===== src/core/port_group_pin_config_pkg.sv =====
// Constants shared by the port group pin configuration block
package port_group_pin_config_pkg;

    // ************************************************************
    // Register byte offsets (one aligned 32-bit word each)
    // ************************************************************
    localparam logic [7:0] OFS_G0_DATA             = 8'h00;
    localparam logic [7:0] OFS_G0_IO_ENABLE        = 8'h04;
    localparam logic [7:0] OFS_G0_PULL_CONTROL     = 8'h08;
    localparam logic [7:0] OFS_G0_IRQ_FLAGS        = 8'h0C;
    localparam logic [7:0] OFS_G0_IRQ_CONTROL      = 8'h10;
    localparam logic [7:0] OFS_G0_DEBOUNCE_ENABLE  = 8'h14;
    localparam logic [7:0] OFS_G0_MODE_SELECT      = 8'h18;
    localparam logic [7:0] OFS_G0_FUNCTION_SELECT  = 8'h1C;
    localparam logic [7:0] OFS_G1_DATA             = 8'h20;
    localparam logic [7:0] OFS_G1_IO_ENABLE        = 8'h24;
    localparam logic [7:0] OFS_G1_PULL_CONTROL     = 8'h28;
    localparam logic [7:0] OFS_G1_IRQ_FLAGS        = 8'h2C;
    localparam logic [7:0] OFS_G1_IRQ_CONTROL      = 8'h30;
    localparam logic [7:0] OFS_G1_DEBOUNCE_ENABLE  = 8'h34;
    localparam logic [7:0] OFS_G1_MODE_SELECT      = 8'h38;
    localparam logic [7:0] OFS_G1_FUNCTION_SELECT  = 8'h3C;

    // ************************************************************
    // Field positions and reset values
    // ************************************************************
    localparam int          G0_HI_LSB   = 8;
    localparam int          G1_HI_LSB   = 12;
    localparam int          G1_LO_LSB   = 4;
    localparam logic [7:0]  RST_BYTE    = 8'h00;
    localparam logic [3:0]  RST_NIBBLE  = 4'h0;
    localparam logic [15:0] RST_WORD    = 16'h0000;

    // ************************************************************
    // Function assignment maps {f3,f2,f1,f0}, one bit per pin
    // ************************************************************
    localparam logic [31:0] G0_FUNC_MAP  = 32'h0780_FFFF;
    localparam logic [31:0] G1_FUNC_MAP  = 32'h0FE0_0F1F;
    localparam logic [15:0] GPIO_CAPABLE = 16'hF0FF;

    // ************************************************************
    // Debounce filter defaults
    // ************************************************************
    localparam int DEB_DIV_DEFAULT = 16;
    localparam int DEB_LEN_DEFAULT = 4;

endpackage : port_group_pin_config_pkg


===== src/core/port_group_pin_config.sv =====
// Pin configuration and GPIO logic for port groups 0 and 1, interrupt and debounce logic for group 0 only
//
// The Avalon-MM interface to the registers and the address map are this design's own decisions.
`timescale 1ns/1ps
module port_group_pin_config
    import port_group_pin_config_pkg::*;
#(
    parameter int DEBOUNCE_DIV = DEB_DIV_DEFAULT,
    parameter int DEBOUNCE_LEN = DEB_LEN_DEFAULT
) (
    input  wire logic        I_CLK,
    input  wire logic        I_RESET,
    input  wire logic [7:0]  I_AVS_ADDRESS,
    input  wire logic        I_AVS_READ,
    input  wire logic        I_AVS_WRITE,
    input  wire logic [31:0] I_AVS_WRITEDATA,
    input  wire logic [3:0]  I_AVS_BYTEENABLE,
    output logic      [31:0] O_AVS_READDATA,
    output logic             O_AVS_WAITREQUEST,
    input  wire logic [7:0]  I_G0_PIN_IN,
    input  wire logic [7:0]  I_G1_PIN_IN,
    input  wire logic [31:0] I_G0_PERIPH_OUT,
    input  wire logic [31:0] I_G0_PERIPH_OE,
    input  wire logic [31:0] I_G1_PERIPH_OUT,
    input  wire logic [31:0] I_G1_PERIPH_OE,
    output logic      [7:0]  O_G0_PIN_OUT,
    output logic      [7:0]  O_G0_PIN_OE,
    output logic      [7:0]  O_G0_PULL_ON,
    output logic      [7:0]  O_G0_PULL_UP,
    output logic      [7:0]  O_G0_INBUF_ON,
    output logic      [7:0]  O_G1_PIN_OUT,
    output logic      [7:0]  O_G1_PIN_OE,
    output logic      [3:0]  O_G1_PULL_ON,
    output logic      [3:0]  O_G1_PULL_UP,
    output logic      [3:0]  O_G1_INBUF_ON,
    output logic      [31:0] O_G0_PERIPH_IN,
    output logic      [31:0] O_G1_PERIPH_IN,
    output logic             O_IRQ
);

    // ************************************************************
    // Parameter checks
    // ************************************************************
    if (DEBOUNCE_DIV < 1 || DEBOUNCE_DIV > 65535) begin : g_bad_div
        $error("DEBOUNCE_DIV must lie in 1..65535");
    end
    if (DEBOUNCE_LEN < 1 || DEBOUNCE_LEN > 15) begin : g_bad_len
        $error("DEBOUNCE_LEN must lie in 1..15");
    end

    // ************************************************************
    // Helpers
    // ************************************************************
    function automatic logic [15:0] merge16(input logic [15:0] cur,
                                            input logic [31:0] wd,
                                            input logic [3:0]  be);
        merge16 = {be[1] ? wd[15:8] : cur[15:8], be[0] ? wd[7:0] : cur[7:0]};
    endfunction : merge16

    // ************************************************************
    // Register state
    // ************************************************************
    logic [7:0]  g0_out_value;
    logic [7:0]  g0_input_buffer_on;
    logic [7:0]  g0_output_driver_on;
    logic [7:0]  g0_pull_direction;
    logic [7:0]  g0_pull_on;
    logic [7:0]  g0_irq_flag;
    logic [7:0]  g0_edge_pick;
    logic [7:0]  g0_irq_allow;
    logic [7:0]  g0_debounce_on;
    logic [7:0]  g0_peripheral_mode;
    logic [15:0] g0_function_code;
    logic [3:0]  g1_out_value;
    logic [3:0]  g1_input_buffer_on;
    logic [3:0]  g1_output_driver_on;
    logic [3:0]  g1_pull_direction;
    logic [3:0]  g1_pull_on;
    logic [7:0]  g1_peripheral_mode;
    logic [15:0] g1_function_code;

    // ************************************************************
    // Avalon-MM slave: one wait state, then one answer cycle
    // ************************************************************
    logic        ack;
    logic        next_ack;
    logic        wr_go;
    logic        rd_go;
    logic [15:0] rd_word;
    logic [15:0] wv;

    assign next_ack = (I_AVS_READ | I_AVS_WRITE) & ~ack;
    // Writes land on the edge where waitrequest is seen low
    assign wr_go    = I_AVS_WRITE & ack;
    assign rd_go    = I_AVS_READ & ~ack;

    always_ff @(posedge I_CLK or posedge I_RESET) begin
        if (I_RESET) begin
            ack               <= 1'b0;
            O_AVS_WAITREQUEST <= 1'b1;
        end else begin
            ack               <= next_ack;
            O_AVS_WAITREQUEST <= ~next_ack;
        end
    end

    // ************************************************************
    // Input synchronisers, three stages, settle on 2nd/3rd agreement
    // ************************************************************
    logic [15:0] sync1;
    logic [15:0] sync2;
    logic [15:0] sync3;
    logic [15:0] level;

    always_ff @(posedge I_CLK or posedge I_RESET) begin
        if (I_RESET) begin
            sync1 <= RST_WORD;
            sync2 <= RST_WORD;
            sync3 <= RST_WORD;
            level <= RST_WORD;
        end else begin
            sync1 <= {I_G1_PIN_IN, I_G0_PIN_IN};
            sync2 <= sync1;
            sync3 <= sync2;
            level <= (sync2 & ~(sync2 ^ sync3)) | (level & (sync2 ^ sync3));
        end
    end

    // ************************************************************
    // Debounce filter, group 0 only
    // ************************************************************
    logic [15:0] div_cnt;
    logic        deb_tick;
    logic [7:0]  deb_out;
    logic [7:0]  g0_cond;

    assign deb_tick = (div_cnt == 16'(DEBOUNCE_DIV - 1));

    always_ff @(posedge I_CLK or posedge I_RESET) begin
        if (I_RESET) begin
            div_cnt <= RST_WORD;
        end else begin
            div_cnt <= deb_tick ? RST_WORD : div_cnt + 16'h0001;
        end
    end

    // Glitches shorter than DEBOUNCE_LEN ticks never reach the flags
    // Each filter owns its output flop so that no vector has several process drivers
    for (genvar d = 0; d < 8; d++) begin : g_deb
        logic [3:0] stable_cnt;
        logic       filt;
        always_ff @(posedge I_CLK or posedge I_RESET) begin
            if (I_RESET) begin
                stable_cnt <= RST_NIBBLE;
                filt       <= 1'b0;
            end else if (level[d] == filt) begin
                stable_cnt <= RST_NIBBLE;
            end else if (deb_tick) begin
                if (stable_cnt == 4'(DEBOUNCE_LEN - 1)) begin
                    stable_cnt <= RST_NIBBLE;
                    filt       <= level[d];
                end else begin
                    stable_cnt <= stable_cnt + 4'h1;
                end
            end
        end
        assign deb_out[d] = filt;
    end

    assign g0_cond = (g0_debounce_on & deb_out) | (~g0_debounce_on & level[7:0]);

    // ************************************************************
    // Input data, edge detection and interrupt flags
    // ************************************************************
    logic [7:0] g0_in_value;
    logic [3:0] g1_in_value;
    logic [7:0] g0_in_prev;
    logic [7:0] g0_edge_event;
    logic [7:0] g0_flag_clear;
    logic [7:0] next_g0_irq_flag;

    assign g0_in_value = g0_cond & g0_input_buffer_on;
    assign g1_in_value = level[15:12] & g1_input_buffer_on;
    // Edge select one picks falling edges, zero rising edges
    assign g0_edge_event = (g0_edge_pick & g0_in_prev & ~g0_in_value)
                         | (~g0_edge_pick & ~g0_in_prev & g0_in_value);
    assign g0_flag_clear = (wr_go && I_AVS_ADDRESS == OFS_G0_IRQ_FLAGS && I_AVS_BYTEENABLE[0])
                         ? I_AVS_WRITEDATA[7:0] : RST_BYTE;
    // A new edge in the clearing cycle survives the clear
    assign next_g0_irq_flag = (g0_irq_flag & ~g0_flag_clear) | g0_edge_event;

    always_ff @(posedge I_CLK or posedge I_RESET) begin
        if (I_RESET) begin
            g0_in_prev  <= RST_BYTE;
            g0_irq_flag <= RST_BYTE;
            O_IRQ       <= 1'b0;
        end else begin
            g0_in_prev  <= g0_in_value;
            g0_irq_flag <= next_g0_irq_flag;
            O_IRQ       <= |(g0_irq_flag & g0_irq_allow);
        end
    end

    // ************************************************************
    // Register writes
    // ************************************************************
    assign wv = merge16(rd_word, I_AVS_WRITEDATA, I_AVS_BYTEENABLE);

    always_ff @(posedge I_CLK or posedge I_RESET) begin
        if (I_RESET) begin
            g0_out_value        <= RST_BYTE;
            g0_input_buffer_on  <= RST_BYTE;
            g0_output_driver_on <= RST_BYTE;
            g0_pull_direction   <= RST_BYTE;
            g0_pull_on          <= RST_BYTE;
            g0_edge_pick        <= RST_BYTE;
            g0_irq_allow        <= RST_BYTE;
            g0_debounce_on      <= RST_BYTE;
            g0_peripheral_mode  <= RST_BYTE;
            g0_function_code    <= RST_WORD;
            g1_out_value        <= RST_NIBBLE;
            g1_input_buffer_on  <= RST_NIBBLE;
            g1_output_driver_on <= RST_NIBBLE;
            g1_pull_direction   <= RST_NIBBLE;
            g1_pull_on          <= RST_NIBBLE;
            g1_peripheral_mode  <= RST_BYTE;
            g1_function_code    <= RST_WORD;
        end else if (wr_go) begin
            case (I_AVS_ADDRESS)
                OFS_G0_DATA: begin
                    g0_out_value <= wv[15:8];
                end
                OFS_G0_IO_ENABLE: begin
                    g0_input_buffer_on  <= wv[15:8];
                    g0_output_driver_on <= wv[7:0];
                end
                OFS_G0_PULL_CONTROL: begin
                    g0_pull_direction <= wv[15:8];
                    g0_pull_on        <= wv[7:0];
                end
                OFS_G0_IRQ_CONTROL: begin
                    g0_edge_pick <= wv[15:8];
                    g0_irq_allow <= wv[7:0];
                end
                OFS_G0_DEBOUNCE_ENABLE: begin
                    g0_debounce_on <= wv[7:0];
                end
                OFS_G0_MODE_SELECT: begin
                    g0_peripheral_mode <= wv[7:0];
                end
                OFS_G0_FUNCTION_SELECT: begin
                    g0_function_code <= wv;
                end
                OFS_G1_DATA: begin
                    g1_out_value <= wv[15:12];
                end
                OFS_G1_IO_ENABLE: begin
                    g1_input_buffer_on  <= wv[15:12];
                    g1_output_driver_on <= wv[7:4];
                end
                OFS_G1_PULL_CONTROL: begin
                    g1_pull_direction <= wv[15:12];
                    g1_pull_on        <= wv[7:4];
                end
                OFS_G1_MODE_SELECT: begin
                    g1_peripheral_mode <= wv[7:0];
                end
                OFS_G1_FUNCTION_SELECT: begin
                    g1_function_code <= wv;
                end
                default: begin
                end
            endcase
        end
    end

    // ************************************************************
    // Register read image; unmapped and reserved read zero
    // ************************************************************
    always_comb begin
        case (I_AVS_ADDRESS)
            OFS_G0_DATA:            rd_word = {g0_out_value, g0_in_value};
            OFS_G0_IO_ENABLE:       rd_word = {g0_input_buffer_on, g0_output_driver_on};
            OFS_G0_PULL_CONTROL:    rd_word = {g0_pull_direction, g0_pull_on};
            OFS_G0_IRQ_FLAGS:       rd_word = {RST_BYTE, g0_irq_flag};
            OFS_G0_IRQ_CONTROL:     rd_word = {g0_edge_pick, g0_irq_allow};
            OFS_G0_DEBOUNCE_ENABLE: rd_word = {RST_BYTE, g0_debounce_on};
            OFS_G0_MODE_SELECT:     rd_word = {RST_BYTE, g0_peripheral_mode};
            OFS_G0_FUNCTION_SELECT: rd_word = g0_function_code;
            OFS_G1_DATA:            rd_word = {g1_out_value, RST_NIBBLE,
                                               g1_in_value, RST_NIBBLE};
            OFS_G1_IO_ENABLE:       rd_word = {g1_input_buffer_on, RST_NIBBLE,
                                               g1_output_driver_on, RST_NIBBLE};
            OFS_G1_PULL_CONTROL:    rd_word = {g1_pull_direction, RST_NIBBLE,
                                               g1_pull_on, RST_NIBBLE};
            OFS_G1_MODE_SELECT:     rd_word = {RST_BYTE, g1_peripheral_mode};
            OFS_G1_FUNCTION_SELECT: rd_word = g1_function_code;
            default:                rd_word = RST_WORD;
        endcase
    end

    always_ff @(posedge I_CLK or posedge I_RESET) begin
        if (I_RESET) begin
            O_AVS_READDATA <= {RST_WORD, RST_WORD};
        end else if (rd_go) begin
            O_AVS_READDATA <= {RST_WORD, rd_word};
        end
    end

    // ************************************************************
    // Pin routing, sixteen pins, group 1 at indices 8..15
    // ************************************************************
    logic [15:0] mode16;
    logic [31:0] fcode32;
    logic [15:0] gpio_out16;
    logic [15:0] gpio_oe16;
    logic [63:0] pout64;
    logic [63:0] poe64;
    logic [63:0] map64;
    logic [15:0] next_pin_out;
    logic [15:0] next_pin_oe;
    logic [63:0] next_periph_in;

    assign mode16     = {g1_peripheral_mode, g0_peripheral_mode};
    assign fcode32    = {g1_function_code, g0_function_code};
    assign gpio_out16 = {g1_out_value, RST_NIBBLE, g0_out_value} & GPIO_CAPABLE;
    assign gpio_oe16  = {g1_output_driver_on, RST_NIBBLE, g0_output_driver_on} & GPIO_CAPABLE;
    assign pout64     = {I_G1_PERIPH_OUT, I_G0_PERIPH_OUT};
    assign poe64      = {I_G1_PERIPH_OE, I_G0_PERIPH_OE};
    // Group 1 pins 0-3: f0 serial data-in/out/clock/select, f3 segments 3-6
    assign map64      = {G1_FUNC_MAP, G0_FUNC_MAP};

    for (genvar p = 0; p < 16; p++) begin : g_pin
        localparam int BASE = (p / 8) * 32 + (p % 8);
        logic [1:0] code;
        logic [5:0] idx;
        assign code = fcode32[2 * p + 1 -: 2];
        assign idx  = 6'(BASE) + {1'b0, code, 3'b000};
        // Unmapped codes leave the driver off                                       
        assign next_pin_out[p] = mode16[p] ? (map64[idx] & pout64[idx])
                                           : gpio_out16[p];
        assign next_pin_oe[p]  = mode16[p] ? (map64[idx] & poe64[idx])
                                           : gpio_oe16[p];
        for (genvar f = 0; f < 4; f++) begin : g_fn
            assign next_periph_in[BASE + f * 8] = mode16[p] && code == 2'(f)
                                                  && map64[BASE + f * 8] && level[p];
        end
    end

    always_ff @(posedge I_CLK or posedge I_RESET) begin
        if (I_RESET) begin
            O_G0_PIN_OUT   <= RST_BYTE;
            O_G0_PIN_OE    <= RST_BYTE;
            O_G1_PIN_OUT   <= RST_BYTE;
            O_G1_PIN_OE    <= RST_BYTE;
            O_G0_PERIPH_IN <= {RST_WORD, RST_WORD};
            O_G1_PERIPH_IN <= {RST_WORD, RST_WORD};
            O_G0_PULL_ON   <= RST_BYTE;
            O_G0_PULL_UP   <= RST_BYTE;
            O_G0_INBUF_ON  <= RST_BYTE;
            O_G1_PULL_ON   <= RST_NIBBLE;
            O_G1_PULL_UP   <= RST_NIBBLE;
            O_G1_INBUF_ON  <= RST_NIBBLE;
        end else begin
            O_G0_PIN_OUT   <= next_pin_out[7:0];
            O_G0_PIN_OE    <= next_pin_oe[7:0];
            O_G1_PIN_OUT   <= next_pin_out[15:8];
            O_G1_PIN_OE    <= next_pin_oe[15:8];
            O_G0_PERIPH_IN <= next_periph_in[31:0];
            O_G1_PERIPH_IN <= next_periph_in[63:32];
            O_G0_PULL_ON   <= g0_pull_on;
            O_G0_PULL_UP   <= g0_pull_direction;
            O_G0_INBUF_ON  <= g0_input_buffer_on;
            O_G1_PULL_ON   <= g1_pull_on;
            O_G1_PULL_UP   <= g1_pull_direction;
            O_G1_INBUF_ON  <= g1_input_buffer_on;
        end
    end
endmodule : port_group_pin_config


===== config.mk =====
export PLATFORM = sky130hd
export DESIGN_NAME = port_group_pin_config
export DESIGN_NICKNAME = d
export VERILOG_FILES = /design/src/core/port_group_pin_config_pkg.sv /design/src/core/port_group_pin_config.sv
export SDC_FILE = /design/constraint.sdc
export NUM_CORES = 1
export LEC_CHECK = 0
export BUFFER_PORTS_ARGS = -buffer_cell sky130_fd_sc_hd__buf_2
export CAP_MARGIN = 25
export CORE_UTILIZATION = 35
export DETAILED_ROUTE_END_ITERATION = 7
export HOLD_SLACK_MARGIN = 0.05
export PLACE_DENSITY = 0.66
export SYNTH_ARGS = -nofsm -noshare
export SYNTH_HDL_FRONTEND = slang
export SYNTH_SLANG_ARGS = --single-unit
export TNS_END_PERCENT = 50

===== constraint.sdc =====
create_clock -name I_CLK -period 30.9 [get_ports I_CLK]
set_clock_uncertainty 0.15 [all_clocks]
set_input_delay 6.18 -clock I_CLK [delete_from_list [all_inputs] [get_ports I_CLK]]
set_output_delay 6.18 -clock I_CLK [all_outputs]
set_load 0.02 [all_outputs]

; After elaboration in Yosys (flattened, before gate mapping)
; Memory sizes are Yosys's and may differ from the RTL's.
; Cells that the tools add are included.
; W data, S select, Z words.
[totals]
reg_bits = 391
romBits = 960
input_bits = 192
output_inout_bits = 166
word_cells = 491
mem_count = 15
[mem_list]
columns = memory, depth, width, read_ports, rd_ports_with_merged_regs, write_ports, line
row1 = (name not given), 64, 1, 1, 0, 0, port_group_pin_config.sv:342  ; assign next_pin_oe[p] = mode16[p] ? (map64[idx] & poe64[idx])
row2 = (name not given), 64, 1, 1, 0, 0, port_group_pin_config.sv:342
row3 = (name not given), 64, 1, 1, 0, 0, port_group_pin_config.sv:342
row4 = (name not given), 64, 1, 1, 0, 0, port_group_pin_config.sv:342
row5 = (name not given), 64, 1, 1, 0, 0, port_group_pin_config.sv:342
row6 = (name not given), 64, 1, 1, 0, 0, port_group_pin_config.sv:342
row7 = +9 memories, n/a, n/a, n/a, n/a, n/a, n/a
[op_classes]
n_addsub = 24
magnitude_cmp = 16
n_eq_ne = 52
muxes = 142
n_bitwise = 69
n_reduce_logical = 117
[ops]
columns = operator, count
row1 = $pmux W16 S13, 1
row2 = $bmux W1 S6, 30
row3 = $lt A6 B7 Y1 const B, 15
row4 = $mux W4, 24
row5 = $mux W1, 80
row6 = $logic_and A1 B1 Y1, 74
row7 = $and A8 B8 Y8, 9
row8 = $add A6 B5 Y6 const A, 8
row9 = $eq A8 B6 Y1 const B, 5
row10 = $not A8 Y8, 5
row11 = $and A1 B1 Y1, 35
row12 = $add A4 B1 Y4 const B, 8
row13 = $and A16 B16 Y16, 2
row14 = $eq A4 B2 Y1 const B, 8
row15 = $eq A8 B5 Y1 const B, 4
row16 = $logic_not A2 Y1, 13
row17 = $add A3 B5 Y6 const A, 4
row18 = $eq A2 B1 Y1 const B, 12
row19 = $mux W8, 3
row20 = $or A8 B8 Y8, 3
row21 = $reduce_and A2 Y1, 12
row22 = $reduce_and A3 Y1, 8
row23 = $eq A2 B2 Y1 const B, 11
row24 = $add A16 B1 Y16 const B, 1
row25 = other kinds (18), 45

; Depth between registers and ports, before layout
; Gate-level depths: netlist of run 1.
[logic_depth]
depth_word = 8
mapped_depth = 9
mapped_depth_nobuf = 7

; Worst setup path before layout of run 1
; No wires, ideal clock.
[synth_timing]
path_type = input-to-reg
start = in I_AVS_ADDRESS[2]
end = reg g0_edge_pick[5]
setup_ns = 0.142
arrival_time_ns = 7.784
required_ns = 30.608
slack_ns = 22.824
cell_stages = 8
n_path_buf = 3
cell_sequence = buf_4 -> buf_2 -> buf_2 -> mux2_2 -> a22oi_1 -> o21ai_0 -> mux2i_1 -> o21ai_0
[synth_via]
elab_chain_len = 3
word_cells_on_any_way = 16
classes_between = 12 x eq/ne / 2 x mux / 2 x reduce/logical
[synth_rtl]
columns = item, line
row1 = "start, declared", port_group_pin_config.sv:13  ; input wire logic [7:0] I_AVS_ADDRESS,
row2 = "$eq A8 B6 Y1, or another cell as far along", port_group_pin_config.sv:281  ; case (I_AVS_ADDRESS)
row3 = $pmux W16 S13, port_group_pin_config.sv:281
row4 = $mux W8, port_group_pin_config.sv:57  ; merge16 = {be[1] ? wd[15:8] : cur[15:8], be[0] ? wd[7:0] : cur[7:0]};
row5 = "end signal, assigned", port_group_pin_config.sv:242  ; g0_edge_pick <= wv[15:8];
row6 = "end, declared", port_group_pin_config.sv:69  ; logic [7:0] g0_edge_pick;
; Parallel ways exist; a longest one is shown, timed or not.
; A chain may end at the register's enable or synchronous reset.

; Final worst setup path of run 1
[layout_timing]
start = in I_AVS_ADDRESS[2]
end = reg g0_peripheral_mode[4]
[layout_via]
elab_chain_len = 3
word_cells_on_any_way = 16
classes_between = 12 x eq/ne / 2 x mux / 2 x reduce/logical
[layout_rtl]
columns = item, line
row1 = "$eq A8 B6 Y1, or another cell as far along", port_group_pin_config.sv:281
row2 = $pmux W16 S13, port_group_pin_config.sv:281
row3 = $mux W8, port_group_pin_config.sv:57
row4 = "end signal, assigned", port_group_pin_config.sv:249  ; g0_peripheral_mode <= wv[7:0];
row5 = "end, declared", port_group_pin_config.sv:72  ; logic [7:0] g0_peripheral_mode;
; Parallel ways exist; a longest one is shown, timed or not.

==> results by group, run 1 <==
Status
  • Outcome: finished clean

Die
  • Boundary pin count: 358
  • Width of the die: 218 um
  • Core footprint: 45800 um^2
  • Die Footprint: 47700 um^2
  • Floorplan row count: 78
  • Chip Height: 218 um
  • Initial Util: 35.8%

Timing
  • Final hold violation count: 0
  • Fmax achieved: 111 MHz
  • Number of endpoints failing setup at the final stage: 0
  • Worst slew margin relative to its limit: 24.7%
  • Total negative slack for setup checks: 0 ps
  • Setup repair after global routing missed its margin: false
  • Period utilisation layout: 29.3%
  • Worst Hold Slack: 194 ps
  • Measured slew at the worst slew-check pin: 1110 ps
  • Final worst path period need: 9050 ps
  • Slew Limit Fails: 0

Pwr
  • Sw Pwr: 0.267 mW
  • Sum of internal, switching and leakage power: 1.12 mW
  • Net switching fraction of the power: 23.9%
  • Proportion of power drawn by flip-flops and latches: 48.0%
  • Cell internal power dissipation: 0.850 mW
  • Cell Pwr Density: 57.2 nW/um^2
  • Static Leak: 9.16 nW
  • Combinational power share: 6.0%
  • Part of the total power dissipated in the clock network: 46.0%
  • Maximum VDD drop: 0.0395 mV

Clock tree
  • Root buffer selected by CTS: sky130_fd_sc_hd__clkbuf_16
  • Clock-pin slew reported for the worst setup and hold paths after clock tree synthesis: 60 ps
  • Quantity of hold-fixing buffers added after cts: 0
  • Clock buffer count from CTS: 42
  • H-tree levels: 2
  • TritonCTS clock tree: done
  • Buffers inserted by post-CTS timing repair: 0
  • Clock insertion delay at the later pin of the skew report: 570 ps
  • Maximum number of buffers from clock root to sink: 3
  • Count of cells resized by post-cts repair: 0
  • TritonCTS Sinks: 391

Place
  • Port Buf Inserts: 239
  • Dpl hpwl: 35.6 mm
  • Final weighted congestion in routability-driven placement: 0.905
  • Cell Count Post-Placement: 2306

Critical path
  • Kind of start point of the critical path: input port
  • Startpoint of the lowest-slack register-to-register path: g1_function_code[4]
  • Capturing point of the worst reg2reg path: g0_peripheral_mode[4]
  • Worst path required time: 31130 ps
  • R2R depth: 6
  • Worst R2R Setup Slack: 27730 ps
  • CP Data Arrival Time: 9280 ps
  • CP Launch Point: I_AVS_ADDRESS[2]
  • Crit path capture type: flop
  • Cell type of the slowest stage on the worst timing path: sky130_fd_sc_hd__mux2i_2
  • Slowest cell delay on critical path: 960 ps
  • CP endpoint: g0_peripheral_mode[4]
  • Cell mode on critical path: sky130_fd_sc_hd__o21ai_0
  • Largest fanout on the critical path: 37
  • Ordered cell list for the critical path: buf_2, mux2i_1, nor2_1, o21ai_0, nand4_1, mux2i_2, o21ai_0
  • Critical path start-end classification: in -> reg

Synth
  • Count of mapped cells out of synthesis: 1524
  • Fraction of registers with async set or reset after synthesis: 100%
  • Most numerous cell in the Yosys netlist: sky130_fd_sc_hd__dfrtp_1
  • Most instantiated cells after synthesis: sky130_fd_sc_hd__dfrtp_1, sky130_fd_sc_hd__nand2_1, sky130_fd_sc_hd__o21ai_0
  • Number of flops mapped to enable cells by yosys: 0
  • Post-synthesis instance area: 16400 um^2
  • Number of distinct library cells after synthesis: 71
  • Post-synth top flop: sky130_fd_sc_hd__dfrtp_1
  • Synthesized area per cell: 10.8 um^2
  • Fraction of the yosys area taken by sequential cells: 59.7%
  • Total of flip-flops plus latches after synthesis: 391
  • Synth area leaders: sky130_fd_sc_hd__dfrtp_1, sky130_fd_sc_hd__nand2_1, sky130_fd_sc_hd__mux2i_1
  • Library cell with the largest summed area after synthesis: sky130_fd_sc_hd__dfrtp_1
  • Ys Warns: 0
  • Fraction of synthesized cell area taken by the top area cell type: 59.5%

Detailed routing
  • Detailed router's first-iteration violation count: 903
  • Routed wire length: 49.0 mm
  • Vias per std cell: 5.12
  • Via count: 12200
  • Antenna viol nets, final: 0
  • Length of the first detailed-routing pass in iterations: 5
  • Remaining DRCs: 0
  • Routed wire per std cell: 20.5 um

Global route
  • Initial antenna violation count: 6
  • All-Layer GR Usage: 20.7%
  • Vias in the first global route: 11900
  • Maximum number of pins on one net before global-route repair: 203
  • Global-route wire length before repair: 73.9 mm
  • Leftover overflow at the end of global routing: 0

Job
  • Max-cap viol count: 0

Finish
  • Final Core Density: 42.7%
  • Register cell area after layout: 9790 um^2
  • Area added between synthesis and finish: 19.1%
  • Non-filler instance count after layout: 2392
  • Final net count: 1955
  • Number of fillers in the final layout: 4366
  • Fraction of layout instances using a drive strength above 1: 20.9%
  • Area of combinational cells with multiple inputs: 6050 um^2

Worst hold path
  • Path category of the worst min-delay check: reg -> reg
  • Cell count of the worst hold path: 0
## stage by stage
step           setup slack, ps  instance area [um^2]
2_1_floorplan            13700                 16600
3_3_place_gp             21480                 18000
3_5_place_dp             21450                 18000
4_1_cts                  22060                 19400
5_1_grt                  21820                 19500
6_report                 21850                 19500
## power by group through the flow
stage / registers (mW) / logic [mW] / clock network, mW
detailed placement: 0.546 / 0.0673 / 0
CTS: 0.537 / 0.0676 / 0.524
global route: 0.538 / 0.0743 / 0.544
finish: 0.536 / 0.0675 / 0.514
floorplan: 0.545 / 0.0426 / 0
global placement: 0.545 / 0.0663 / 0
## final cells by class
type                            count  area share [%]
Clock inverter                     15           0.839
Clock buffer                       61            6.37
Timing Repair Buffer              255            7.23
Tap cell                          600            3.84
Sequential cell                   391            50.1
Inverter                           27           0.557
Antenna cell                        6          0.0769
Multi-Input combinational cell   1037            31.0
## per-layer routing
metal / share of wire (%) / global-route usage (%)
met5: 0 / 0
met2: 46 / 31.8
met4: 2.6 / 7.34
met1: 45 / 29.1
met3: 6.3 / 3.87
## cell usage in the layout, fill, tap and decap left out, types with 5 or more instances in the layout
cell type,n
sky130_fd_sc_hd__nor2_1,88
sky130_fd_sc_hd__nor2b_1,9
sky130_fd_sc_hd__nor3b_1,29
sky130_fd_sc_hd__diode_2,6
sky130_fd_sc_hd__o22ai_1,17
sky130_fd_sc_hd__or3_1,5
sky130_fd_sc_hd__nand4_1,13
sky130_fd_sc_hd__a211o_1,6
sky130_fd_sc_hd__buf_4,10
sky130_fd_sc_hd__xor2_1,14
sky130_fd_sc_hd__clkbuf_8,10
sky130_fd_sc_hd__maj3_1,16
sky130_fd_sc_hd__o2bb2ai_1,6
sky130_fd_sc_hd__clkbuf_16,43
sky130_fd_sc_hd__conb_1,44
sky130_fd_sc_hd__a211oi_1,5
sky130_fd_sc_hd__clkbuf_1,8
sky130_fd_sc_hd__and2_1,15
sky130_fd_sc_hd__xnor2_1,16
sky130_fd_sc_hd__o21ai_1,27
sky130_fd_sc_hd__dfrtp_1,390
sky130_fd_sc_hd__nand3_1,40
sky130_fd_sc_hd__and3_1,5
sky130_fd_sc_hd__nand2b_1,14
sky130_fd_sc_hd__a21oi_1,46
sky130_fd_sc_hd__ha_1,9
sky130_fd_sc_hd__inv_1,24
sky130_fd_sc_hd__o21ai_0,123
sky130_fd_sc_hd__a32oi_1,5
sky130_fd_sc_hd__buf_2,239
sky130_fd_sc_hd__clkinv_2,8
sky130_fd_sc_hd__mux2_2,18
sky130_fd_sc_hd__nand2_1,273
sky130_fd_sc_hd__a22oi_1,9
sky130_fd_sc_hd__mux2i_1,71
sky130_fd_sc_hd__nor4_1,9
sky130_fd_sc_hd__nor3_1,32
sky130_fd_sc_hd__a31oi_1,12
## logic make-up (layout without fill, tap and decap cells)
logic type	Yosys count	after routing	share of synthesized area, %
mux	97	97	6.45
compound gates	280	280	9.97
xor+xnor	30	30	1.60
flops	391	391	59.7
other cells	1	50	0.0229
simple gates	561	561	16.2
fa+ha+maj	25	25	1.66
buf+inv	139	358	4.42
## worst min-delay path by stage
| stage | startpoint | endpoint | slack [ps] |
|---|---|---|---|
| after global placement | sync1[12] | sync2[12] | 180 |
| after CTS | sync1[6] | sync2[6] | 200 |
| final | sync1[6] | sync2[6] | 190 |
| after floorplan | sync1[0] | sync2[0] | 180 |
| after detailed placement | sync1[6] | sync2[6] | 190 |
| after global routing | sync1[9] | sync2[9] | 200 |
## worst max-delay path: cells and delay by family
family	cells	cell delay, ps
multiplexers	2	1380
buffers and inverters	1	680
AO/OA/AOI/OAI	2	590
AND/OR/NAND/NOR	2	440
## sequential cells by signal (all words and copies together) (netlist names), 16 cells and up, named ones only
| signal | flops |
|---|---|
| sync2 | 16 |
| O_G0_PERIPH_IN | 20 |
| O_G1_PERIPH_IN | 16 |
| g1_function_code | 16 |
| g_deb.stable_cnt | 32 |
| g0_function_code | 16 |
| div_cnt | 16 |
| sync3 | 16 |
| sync1 | 16 |
| O_AVS_READDATA | 16 |
Note: power is estimated with default switching activity, not from simulation.
==> inputs of run 2 (changes only) <==
--- a/config.mk
+++ b/config.mk
@@ -5,12 +5,13 @@
 export SDC_FILE = /design/constraint.sdc
 export NUM_CORES = 1
 export LEC_CHECK = 0
+export ABC_AREA = 1
 export BUFFER_PORTS_ARGS = -buffer_cell sky130_fd_sc_hd__buf_2
 export CAP_MARGIN = 25
 export CORE_UTILIZATION = 35
 export DETAILED_ROUTE_END_ITERATION = 7
 export HOLD_SLACK_MARGIN = 0.05
-export PLACE_DENSITY = 0.66
+export PLACE_DENSITY = 0.68
 export SYNTH_ARGS = -nofsm -noshare
 export SYNTH_HDL_FRONTEND = slang
 export SYNTH_SLANG_ARGS = --single-unit
==> constraint.sdc (replaced) <==
create_clock -name I_CLK -period 8.1 [get_ports I_CLK]
set_clock_uncertainty 0.15 [all_clocks]
set_input_delay 1.62 -clock I_CLK [delete_from_list [all_inputs] [get_ports I_CLK]]
set_output_delay 1.62 -clock I_CLK [all_outputs]
set_load 0.02 [all_outputs]
==> run 2 against run 1 <==
Compared with the run above:
- setup slack got worse by 17000 ps
- synthesized cell count increased by 27%
- sequential share of layout area decreased by 2.6 points
- critical path depth increased by 2
- critical path type unchanged
- critical endpoint is now g0_function_code[0]
- highest routed layer is now met5
==> results by group, run 2 <==
Die
  • Floorplan row count: 81
  • Initial Util: 35.7%
  • Boundary pin count: 358
  • Chip Height: 226 um
  • Die Footprint: 51000 um^2
  • Width of the die: 226 um
  • Core footprint: 49200 um^2

Place
  • Final weighted congestion in routability-driven placement: 0.937
  • Port Buf Inserts: 239
  • Dpl hpwl: 38.8 mm

Detailed routing
  • Via count: 14400
  • Remaining DRCs: 0
  • Routed wire length: 53.6 mm
  • Detailed router's first-iteration violation count: 1181
  • Length of the first detailed-routing pass in iterations: 5
  • Vias per std cell: 5.02
  • Routed wire per std cell: 18.6 um
  • Antenna viol nets, final: 0

Clock tree
  • TritonCTS Sinks: 391
  • H-tree levels: 2
  • Clock insertion delay at the later pin of the skew report: 580 ps
  • Count of cells resized by post-cts repair: 0
  • Quantity of hold-fixing buffers added after cts: 0
  • Clock-pin slew reported for the worst setup and hold paths after clock tree synthesis: 60 ps
  • Clock buffer count from CTS: 43
  • Root buffer selected by CTS: sky130_fd_sc_hd__clkbuf_16
  • Maximum number of buffers from clock root to sink: 3
  • TritonCTS clock tree: done
  • Buffers inserted by post-CTS timing repair: 0

Timing
  • Slew Limit Fails: 0
  • Fmax achieved: 272 MHz
  • Measured slew at the worst slew-check pin: 910 ps
  • Worst Hold Slack: 196 ps
  • Worst slew margin relative to its limit: 39.3%
  • Setup repair after global routing missed its margin: false
  • Final hold violation count: 0
  • Number of endpoints failing setup at the final stage: 0
  • Period utilisation layout: 45.4%
  • Total negative slack for setup checks: 0 ps
  • Final worst path period need: 3680 ps

Finish
  • Flip-flop count of the largest register, all copies and words added: 32
  • Area added between synthesis and finish: 17.6%
  • Highest-count cells in the layout ignoring fill and taps: sky130_fd_sc_hd__nand2_1, sky130_fd_sc_hd__dfrtp_1, sky130_fd_sc_hd__nand3_1
  • Register with the most flip-flops: g_deb.stable_cnt
  • Commonest non-fill, non-tap cell in the layout: sky130_fd_sc_hd__nand2_1
  • Fraction of layout instances using a drive strength above 1: 20.5%
  • Registers with the highest flip-flop counts: g_deb.stable_cnt x32, O_G0_PERIPH_IN x20
  • Final Core Density: 41.9%
  • Final net count: 2383

Global route
  • All-Layer GR Usage: 21.3%
  • Leftover overflow at the end of global routing: 0
  • Vias in the first global route: 14000
  • Maximum number of pins on one net before global-route repair: 105
  • Global-route wire length before repair: 81.7 mm
  • Initial antenna violation count: 3

Critical path
  • R2R depth: 8
  • Startpoint of the lowest-slack register-to-register path: div_cnt[0]
  • Largest fanout on the critical path: 17
  • CP Launch Point: I_AVS_ADDRESS[5]
  • Capturing point of the worst reg2reg path: g_deb[7].stable_cnt[2]
  • Worst R2R Setup Slack: 5660 ps
  • CP endpoint: g0_function_code[0]
  • Critical path start-end classification: in -> reg
  • Worst path required time: 8410 ps
  • Kind of start point of the critical path: input port
  • CP Data Arrival Time: 3990 ps
  • Crit path capture type: flop

Synth
  • Most numerous cell in the Yosys netlist: sky130_fd_sc_hd__nand2_1
  • Fraction of the yosys area taken by sequential cells: 55.8%
  • Synthesized area per cell: 9.02 um^2
  • Most instantiated cells after synthesis: sky130_fd_sc_hd__nand2_1, sky130_fd_sc_hd__dfrtp_1, sky130_fd_sc_hd__nand3_1
  • Fraction of registers with async set or reset after synthesis: 100%
  • Post-synthesis instance area: 17500 um^2
  • Fraction of synthesized cell area taken by the top area cell type: 55.7%
  • Number of distinct library cells after synthesis: 42
  • Post-synth top flop: sky130_fd_sc_hd__dfrtp_1
  • Total of flip-flops plus latches after synthesis: 391
  • Number of flops mapped to enable cells by yosys: 0
  • Library cell with the largest summed area after synthesis: sky130_fd_sc_hd__dfrtp_1
  • Count of mapped cells out of synthesis: 1943
  • Synth area leaders: sky130_fd_sc_hd__dfrtp_1, sky130_fd_sc_hd__nand2_1, sky130_fd_sc_hd__nand3_1
  • Ys Warns: 0

Status
  • Outcome: finished clean

Job
  • Max-cap viol count: 0

Pwr
  • Cell Pwr Density: 214 nW/um^2
  • Static Leak: 10.7 nW
  • Maximum VDD drop: 0.145 mV

Worst hold path
  • Path category of the worst min-delay check: reg -> reg
run 2: changes by cell type after synthesis, moves of 29 or more:
cell                      delta
sky130_fd_sc_hd__mux2i_1    -71
sky130_fd_sc_hd__a21oi_1    -44
sky130_fd_sc_hd__inv_1     +127
sky130_fd_sc_hd__nor2_1     +43
sky130_fd_sc_hd__nand2_1   +267
sky130_fd_sc_hd__nand3_1   +265
sky130_fd_sc_hd__o21ai_0    -79
sky130_fd_sc_hd__nor3b_1    -29
run 2: cells by family after synthesis:
group | after synthesis | share of synthesized area [%]
AO/OA/AOI/OAI | 104 | 3.39
flip-flops | 391 | 55.8
other | 1 | 0.0214
XOR/XNOR | 30 | 1.50
multiplexers | 7 | 0.450
buffers and inverters | 270 | 7.37
AND/OR/NAND/NOR | 1115 | 29.9
adder cells (fa/ha/maj) | 25 | 1.56
run 2: final cells by class:
| cell class | count | area (um^2) |
|---|---|---|
| Antenna cell | 1 | 2.50 |
| Clock buffer | 61 | 1260 |
| Clock inverter | 13 | 180 |
| Fill cell | 4824 | 28500 |
| Inverter | 175 | 663 |
| Multi-Input combinational cell | 1325 | 6620 |
| Sequential cell | 391 | 9790 |
| Tap cell | 664 | 831 |
| Timing Repair Buffer | 246 | 1270 |
run 2: routing by layer:
layer  wire (um)  global-route usage [%]  up-vias
met5          22                       0        -
met4        2410                    9.72        4
met3        4360                    5.00      137
met2       24500                    33.1      607
met1       22400                    28.0     7023
li1            -                       -     6655
run 2: critical path, stage by stage:
cell and delay [ps]:
sky130_fd_sc_hd__buf_2 130, sky130_fd_sc_hd__inv_2 120, sky130_fd_sc_hd__nand2_2 80, sky130_fd_sc_hd__nor2_4 470, sky130_fd_sc_hd__nand2_2 320, sky130_fd_sc_hd__nor2_4 590, sky130_fd_sc_hd__inv_2 400, sky130_fd_sc_hd__nand2_1 160
sky130_fd_sc_hd__nand2_1 60
run 2: worst min path at each step:
stage | startpoint | to | depth (start not counted)
after floorplan | sync1[0] | sync2[0] | 0
after global placement | sync1[9] | sync2[9] | 0
after detailed placement | sync1[12] | sync2[12] | 0
after CTS | sync1[12] | sync2[12] | 0
after global routing | sync1[8] | sync2[8] | 0
final | sync1[12] | sync2[12] | 0
run 2: power by group:
part | leakage (nW) | switching [mW] | internal [mW]
sequential | 5.21 | 0.0556 | 2.02
combinational | 4.79 | 0.226 | 0.0915
clock | 0.718 | 0.802 | 1.21
run 2: stage by stage:
step | cells | power (mW) | instance area, um^2 | setup slack [ps]
6_report | 2876 | 4.40 | 20600 | 4420
5_1_grt | 2876 | 4.56 | 20600 | 4380
4_1_cts | 2875 | 4.44 | 20600 | 4470
3_5_place_dp | 2801 | 2.43 | 19200 | 3860
3_3_place_gp | 2801 | 2.42 | 19200 | 3920
2_1_floorplan | 1986 | 2.31 | 17700 | 1070
